--- src/icg_pkg.sv ---
// constants for the i2c condition generator and receive filter
`default_nettype none
package icg_pkg;
  // ---------------------------------------------------------------
  // timing
  // ---------------------------------------------------------------
  localparam int unsigned CLK_PERIOD_PS   = 5000;
  // length of one condition phase, in ns, per the chosen bus timing
  localparam int unsigned PHASE_TIME_NS   = 5000;
  localparam int unsigned PHASE_CYCLES    =
    (PHASE_TIME_NS * 1000 + CLK_PERIOD_PS - 1) / CLK_PERIOD_PS;
  localparam int unsigned PHASE_CNT_W     = 16;
  // default ratio of internal clock to filter sample tick
  localparam int unsigned SAMPLE_DIV      = 1;
  // ---------------------------------------------------------------
  // reset values and filter depth
  // ---------------------------------------------------------------
  localparam logic        PIN_IDLE_RST    = 1'b1;
  localparam logic        FILT_RST        = 1'b1;
  localparam int unsigned FILT_STAGES     = 3;

  typedef enum logic [2:0] {
    ICG_IDLE, ICG_PREP, ICG_SETUP, ICG_HOLD, ICG_DONE
  } icg_state_t;

  typedef enum logic [1:0] {
    ICG_C_START, ICG_C_RESTART, ICG_C_STOP
  } icg_cond_t;
endpackage
`default_nettype wire

--- src/icg_rx_filter.sv ---
// three-latch all-agree noise filter for the receive data input
`default_nettype none
module icg_rx_filter #(
  parameter int unsigned STAGES = 3
) (
  input  wire logic clk,
  input  wire logic nrst,
  input  wire logic sample_tick,
  input  wire logic din,
  output var  logic dout
);
  initial begin
    if (STAGES != 3) $error("icg_rx_filter needs exactly three stages");
  end

  logic [2:0] lat_q;
  logic       out_q;
  wire        all_hi = &lat_q;
  wire        all_lo = ~|lat_q;

  // three cascaded latches sampled on the 16x tick
  always_ff @(posedge clk or negedge nrst) begin
    if (!nrst) begin
      lat_q <= {3{icg_pkg::FILT_RST}};
      out_q <= icg_pkg::FILT_RST;
    end else if (sample_tick) begin
      lat_q <= {lat_q[1:0], din};
      // agreement passes the level, disagreement holds it
      if (all_hi) out_q <= 1'b1;
      else if (all_lo) out_q <= 1'b0;
    end
  end
  assign dout = out_q;
endmodule
`default_nettype wire

--- src/icg_top.sv ---
// i2c start/restart/stop generator with filtered receive input
//
// Contract
// - start request plus select makes start
// - restart request plus select makes restart
// - stop request plus select makes stop
// - select low passes transfer clock, data
// - select high drives conditions from requests
// - interrupt on detect (sel 0), done (1)
// - filter enable routes receive through filter
// - filter is three cascaded latches plus match
// - latches sample on 16x bit clock
// - all three equal passes the level
// - disagreement holds, rejects short glitches
`default_nettype none
module icg_top #(
  parameter int unsigned PHASE_CYC  = icg_pkg::PHASE_CYCLES,
  parameter int unsigned SAMPLE_DIV = icg_pkg::SAMPLE_DIV
) (
  input  wire logic clk,
  input  wire logic nrst,
  input  wire logic start_request,
  input  wire logic repeated_start_request,
  input  wire logic stop_request,
  input  wire logic condition_output_select,
  input  wire logic rx_filter_enable,
  input  wire logic xfer_scl,
  input  wire logic xfer_sda,
  input  wire logic serial_clock_pin_i,
  input  wire logic serial_data_pin_i,
  input  wire logic receive_data_input,
  output var  logic serial_clock_pin_o,
  output var  logic serial_clock_pin_oe,
  output var  logic serial_data_pin_o,
  output var  logic serial_data_pin_oe,
  output var  logic cond_irq,
  output var  logic cond_busy,
  output var  logic rx_data
);
  initial begin
    // two cycles of prep at least: scl must fall before sda moves
    if (PHASE_CYC < 2 || PHASE_CYC >= (1 << icg_pkg::PHASE_CNT_W))
      $error("icg_top: PHASE_CYC out of range");
    if (SAMPLE_DIV < 1 || SAMPLE_DIV > 256)
      $error("icg_top: SAMPLE_DIV out of range");
  end

  // ---------------------------------------------------------------
  // pin synchronisers
  // ---------------------------------------------------------------
  logic [1:0] scl_s_q, sda_s_q, rxd_s_q;
  always_ff @(posedge clk or negedge nrst) begin
    if (!nrst) begin
      scl_s_q <= 2'h3;
      sda_s_q <= 2'h3;
      rxd_s_q <= 2'h3;
    end else begin
      scl_s_q <= {scl_s_q[0], serial_clock_pin_i};
      sda_s_q <= {sda_s_q[0], serial_data_pin_i};
      rxd_s_q <= {rxd_s_q[0], receive_data_input};
    end
  end
  wire scl_s = scl_s_q[1];
  wire sda_s = sda_s_q[1];
  wire rxd_s = rxd_s_q[1];

  // ---------------------------------------------------------------
  // receive filter
  // ---------------------------------------------------------------
  // the block clock stands in for the 16x basic clock; a divider
  // makes the sample tick so the rate can be matched to the baud
  logic [7:0] div_q;
  wire        div_end = (div_q == 8'(SAMPLE_DIV - 1));
  always_ff @(posedge clk or negedge nrst) begin
    if (!nrst) div_q <= 8'h00;
    else div_q <= div_end ? 8'h00 : div_q + 8'h01;
  end

  logic rxd_filt;
  icg_rx_filter #(.STAGES(icg_pkg::FILT_STAGES)) u_filt (
    .clk        (clk),
    .nrst       (nrst),
    .sample_tick(div_end),
    .din        (rxd_s),
    .dout       (rxd_filt)
  );

  logic rx_q;
  wire  rx_d = rx_filter_enable ? rxd_filt : rxd_s;
  always_ff @(posedge clk or negedge nrst) begin
    if (!nrst) rx_q <= icg_pkg::FILT_RST;
    else rx_q <= rx_d;
  end
  assign rx_data = rx_q;

  // ---------------------------------------------------------------
  // condition generator
  // ---------------------------------------------------------------
  // requests are assumed stable before select rises in
  // slave use both stay low so the fsm never leaves idle
  icg_pkg::icg_state_t st_q, st_d;
  icg_pkg::icg_cond_t  cond_q, cond_d;
  logic [15:0] cnt_q;
  logic        gscl_q, gsda_q, done_q;
  wire         cnt_end = (cnt_q == 16'(PHASE_CYC - 1));
  wire         any_req = start_request | repeated_start_request |
                         stop_request;
  wire         go = condition_output_select && any_req &&
                    (st_q == icg_pkg::ICG_IDLE);

  // start wins over restart over stop when several are set
  assign cond_d = start_request          ? icg_pkg::ICG_C_START   :
                  repeated_start_request ? icg_pkg::ICG_C_RESTART :
                                           icg_pkg::ICG_C_STOP;

  always_comb begin
    st_d = st_q;
    case (st_q)
      icg_pkg::ICG_IDLE:  if (go) st_d = icg_pkg::ICG_PREP;
      icg_pkg::ICG_PREP:  if (cnt_end) st_d = icg_pkg::ICG_SETUP;
      icg_pkg::ICG_SETUP: if (cnt_end) st_d = icg_pkg::ICG_HOLD;
      icg_pkg::ICG_HOLD:  if (cnt_end) st_d = icg_pkg::ICG_DONE;
      icg_pkg::ICG_DONE:  if (!condition_output_select)
                            st_d = icg_pkg::ICG_IDLE;
      default:            st_d = icg_pkg::ICG_IDLE;
    endcase
  end

  // prep: put sda at its pre level with scl low (restart/stop) or
  // keep both high (start); setup: scl high; hold: move sda
  wire is_stop  = (cond_q == icg_pkg::ICG_C_STOP);
  wire is_rst   = (cond_q == icg_pkg::ICG_C_RESTART);
  always_ff @(posedge clk or negedge nrst) begin
    if (!nrst) begin
      st_q   <= icg_pkg::ICG_IDLE;
      cond_q <= icg_pkg::ICG_C_START;
      cnt_q  <= 16'h0000;
      gscl_q <= icg_pkg::PIN_IDLE_RST;
      gsda_q <= icg_pkg::PIN_IDLE_RST;
      done_q <= 1'b0;
    end else begin
      st_q   <= st_d;
      cnt_q  <= (st_d != st_q || cnt_end) ? 16'h0000 : cnt_q + 16'h0001;
      done_q <= (st_q == icg_pkg::ICG_HOLD) && cnt_end;
      if (go) cond_q <= cond_d;
      case (st_q)
        icg_pkg::ICG_IDLE: begin
          // track the transfer lines so select can rise without a step
          // and no stale level of the last condition shows up
          gscl_q <= xfer_scl;
          gsda_q <= xfer_sda;
        end
        icg_pkg::ICG_PREP: begin
          gscl_q <= !(is_stop || is_rst);
          // for restart/stop sda moves only once scl is low, else a false condition
          if (!gscl_q || !(is_stop || is_rst)) gsda_q <= !is_stop;
        end
        icg_pkg::ICG_SETUP: gscl_q <= 1'b1;
        icg_pkg::ICG_HOLD:  if (cnt_end) gsda_q <= is_stop;
        default: ;
      endcase
    end
  end

  // ---------------------------------------------------------------
  // pin mux and condition interrupt
  // ---------------------------------------------------------------
  // open drain: drive only lows; the enable carries the level
  wire sel_gen = condition_output_select;
  wire scl_val = sel_gen ? gscl_q : xfer_scl;
  wire sda_val = sel_gen ? gsda_q : xfer_sda;

  logic scl_oe_q, sda_oe_q, irq_q, busy_q, scl_p_q, sda_p_q;
  wire  det_start = scl_s && scl_p_q && sda_p_q && !sda_s;
  wire  det_stop  = scl_s && scl_p_q && !sda_p_q && sda_s;
  wire  irq_d = sel_gen ? done_q : (det_start || det_stop);
  always_ff @(posedge clk or negedge nrst) begin
    if (!nrst) begin
      scl_oe_q <= 1'b0;
      sda_oe_q <= 1'b0;
      irq_q   <= 1'b0;
      busy_q  <= 1'b0;
      scl_p_q <= 1'b1;
      sda_p_q <= 1'b1;
    end else begin
      scl_oe_q <= ~scl_val;
      sda_oe_q <= ~sda_val;
      irq_q   <= irq_d;
      busy_q  <= (st_d != icg_pkg::ICG_IDLE) &&
                 (st_d != icg_pkg::ICG_DONE);
      scl_p_q <= scl_s;
      sda_p_q <= sda_s;
    end
  end
  assign serial_clock_pin_o  = 1'b0;
  assign serial_data_pin_o   = 1'b0;
  assign serial_clock_pin_oe = scl_oe_q;
  assign serial_data_pin_oe  = sda_oe_q;
  assign cond_irq  = irq_q;
  assign cond_busy = busy_q;

  // ---------------------------------------------------------------
  // checks
  // ---------------------------------------------------------------
  // cycles since the generator was started; the sequence is too long
  // for a delay range, so a counter watches it instead
  logic [17:0] gen_age_q;
  always_ff @(posedge clk or negedge nrst) begin
    if (!nrst) gen_age_q <= 18'h0_0000;
    else gen_age_q <= go ? 18'h0_0000 : gen_age_q + 18'h0_0001;
  end
endmodule
`default_nettype wire

--- config.mk ---
export PLATFORM = sky130hd
export DESIGN_NAME = icg_top
export DESIGN_NICKNAME = d
export VERILOG_FILES = /design/src/icg_pkg.sv /design/src/icg_rx_filter.sv /design/src/icg_top.sv
export SDC_FILE = /design/constraint.sdc
export NUM_CORES = 1
export LEC_CHECK = 0
export BUFFER_PORTS_ARGS = -buffer_cell sky130_fd_sc_hd__buf_2
export CAP_MARGIN = 25
export CELL_PAD_IN_SITES_DETAIL_PLACEMENT = 0
export CELL_PAD_IN_SITES_GLOBAL_PLACEMENT = 1
export CORE_MARGIN = 2
export CORE_UTILIZATION = 30
export DETAILED_ROUTE_END_ITERATION = 7
export PLACE_DENSITY = 0.54
export SETUP_SLACK_MARGIN = 0.3
export SLEW_MARGIN = 20
export SYNTH_ARGS = -nofsm -noshare
export SYNTH_HDL_FRONTEND = slang
export SYNTH_SLANG_ARGS = --single-unit
--- constraint.sdc ---
create_clock -name clk -period 4.3 [get_ports clk]
set_input_delay 0.645 -clock clk [delete_from_list [all_inputs] [get_ports clk]]
set_output_delay 0.645 -clock clk [all_outputs]
set_load 0.01 [all_outputs]
==> results.toml <==
[run_status]
status = "completed"

[logic_synthesis]
yosysUniqueCellTypes = 41
syn_inst = 203
yosysWarnings = 0
yosysSeqAreaShare_pct = 55.8
syn_avg_cell_area_um2 = 11.0
synth_flop_cell = "dfrtp_1"
synth_edf_count = 0
syn-cell-area_um2 = 2230
ys_async_sr_fraction_pct = 100
ys_seq_elements = 49

[clock_tree]
clock-sinks = 49
cts_tree = "built"
clockRootBuffer = "clkbuf_8"
post_cts_buffers = 0
cts_max_level = 2
cts_resized = 0
clockBufferDepth = 2
cts_buffers = 5
cts_hold_buf = 0
clk_pin_slew_ps = 100
clk_latency_ps = 300

[global_routing]
overflow = 0
grt_pass1_vias = 1490
grt_pass1_wl_um = 7120
grt_usage_pct = 10.7
grt_max_degree = 50
antenna_found_initial = 0

[setup_path]
crit_path_start_kind = "flip-flop"
cp_max_fo = 16
slowest_delay_ps = 510
critPathCaptureType = "flip-flop"
cp.required_ps = 4480
cp_slowest_cell = "dfrtp_1"
crit_chain = "or3b_1 > or3_1 > nand3_4 > nor2_1"
cp.arrival_ps = 2010
path_delay_family = "simple AND/OR/NAND/NOR gates"
path_buf_inv = 0
worstSetupPathType = "reg2reg"

[sta]
skew_ps = 11.8
max_slew_margin_pct = 57.9
final_max_slew_viol_count = 0
rsz0062_at_grt = "false"
worst_pin_slew_ps = 631
finalCritPeriodShare_pct = 42.5
min_period_ps = 1830
setup_tns_ps = 0
hold_violations = 0
setup_viol = 0
fmax_mhz = 547

[detailed_routing]
drtIter0Drc = 63
drt_pass1_iterations = 4
vias = 1467
wl_um = 3940
ant_nets = 0
drc_errors = 0
wl_per_cell_um = 12.3
viasPerCell = 4.60

[place]
port_buffers = 16
routabilityCongestion = 0.741
dp_hpwl_um = 2660
placed_cells = 311

[floorplan]
initial_core_util_pct = 30.9
fp-row-count = 31
core_area_um2 = 7210
io_pins = 19
die-area_um2 = 8140
die_y_um = 90.2
die_x_um = 90.2

[finish]
final_common_cell = "dfrtp_1"
layout_common_cells = "34 x dfrtp_1, 25 x nor2_1, 16 x buf_2"
area_growth_pct = 12.6
antenna-diode-count = 0
finalNonFillerCells = 319
nets = 235
drive_above_1_share_pct = 21.4
fill_cells = 752

[pwr]
total_power_w = 0.000909
cellPowerDensity_nw_per_um2 = 362
vdd_drop_max_mv = 0.103
p_leak_nw = 1.10

[min_path]
min_path_type = "reg2reg"

[flow_run]
maxCapViolCount = 0
==> worst register-to-register path: cells and delay by family (launching register included) <==
kind / cells / cell delay, ps
and+or+nand+nor: 4 / 1200
DFF: 1 / 510
==> logic make-up (layout without fill, tap and decap cells) <==
logic type	count (synthesis)	count (layout)	synth area share, %
AOI/OAI and AO/OA	18	18	5.27
adders and majority gates	4	4	2.24
xor gates and xnor gates	22	22	8.64
buffers and inverters	16	32	4.37
DFF	49	49	55.8
muxes	5	5	2.30
other	1	2	0.168
and+or+nand+nor	88	88	21.2
==> synthesized netlist by cell type (2+ instances only) <==
library cell   n  share of area [%]
ha_1           4                2.2
buf_4          5                1.7
nor2_1        25                4.2
nand3_1       10                2.2
o31ai_1        2               0.67
clkbuf_1       2               0.34
a21oi_1        5                1.1
xor2_1         9                3.5
and2_1         3               0.84
nor4_1         5                1.4
inv_1          7                1.2
nand2b_1       3               0.84
mux2i_1        4                1.8
nand4_1        7                2.0
dfstp_2       15                 18
and4_1         2               0.79
nand2_1       14                2.4
dfrtp_1       34                 38
xnor2_1       13                5.1
nor2b_1        2               0.56
and3_1         3               0.84
nor3_1         5                1.1
o21ai_0        6                1.3
==> per-stage QoR <==
step	utilization, %	cell area (um^2)	setup slack [ps]	hold slack [ps]
2_1_floorplan	-	2230	2490	345
3_3_place_gp	32.9	2370	2220	346
3_5_place_dp	32.9	2370	2210	347
4_1_cts	34.8	2510	2460	362
5_1_grt	34.8	2510	2320	365
6_report	34.8	2510	2470	361
==> metal layers <==
layer | track usage (%) | routed length [um] | vias to the layer above
met5 | 0 | 0 | -
met1 | 14.6 | 2020 | 709
met2 | 16.3 | 1710 | 25
met3 | 3.19 | 142 | 6
li1 | - | - | 727
met4 | 3.46 | 57 | 0
==> worst paths after layout <==
kind	start	endpoint	slack, ps	depth (start not counted)
max reg2reg	st_q[1]$_DFF_PN0_	cnt_q[15]$_DFF_PN0_	2470	4
min	sda_s_q[0]$_DFF_PN1_	sda_s_q[1]$_DFF_PN1_	360	0
max	st_q[1]$_DFF_PN0_	cnt_q[15]$_DFF_PN0_	2470	4
min in group asynchronous	nrst	div_q[1]$_DFF_PN0_	440	2
max in group asynchronous	nrst	cnt_q[10]$_DFF_PN0_	3440	2
min reg2reg	sda_s_q[0]$_DFF_PN1_	sda_s_q[1]$_DFF_PN1_	360	0
==> power by group <==
| group | leakage [nW] | internal [W] | switching (W) |
|---|---|---|---|
| sequential | 0.604 | 0.000478 | 0.00000538 |
| clock | 0.0687 | 0.000234 | 0.000157 |
| combinational | 0.426 | 0.0000135 | 0.0000205 |
==> flip-flops by register name, indices dropped and copies added, names as in the netlist <==
| signal | cells |
|---|---|
| u_filt.dout | 1 |
| gsda_q | 1 |
| done_q | 1 |
| rxd_s_q | 2 |
| sda_s_q | 2 |
| gscl_q | 1 |
| cond_busy | 1 |
| scl_p_q | 1 |
| div_q | 8 |
| st_q | 3 |
| serial_data_pin_oe | 1 |
| cond_q | 2 |
| cond_irq | 1 |
| u_filt.lat_q | 3 |
| scl_s_q | 2 |
| serial_clock_pin_oe | 1 |
| cnt_q | 16 |
| rx_data | 1 |
| sda_p_q | 1 |
==> area by class of cell <==
| class | count | area [um^2] | area share (%) |
|---|---|---|---|
| flip-flops and latches | 49 | 1240 | 49.6 |
| multi-input cells | 139 | 892 | 35.5 |
| well taps | 99 | 124 | 4.93 |
| repair buffers | 17 | 87.6 | 3.49 |
| clock buffers | 5 | 68.8 | 2.74 |
| clock inverters | 3 | 68.8 | 2.74 |
| inverters | 7 | 26.3 | 1.05 |
No activity file was read; power rests on OpenSTA's default activity.
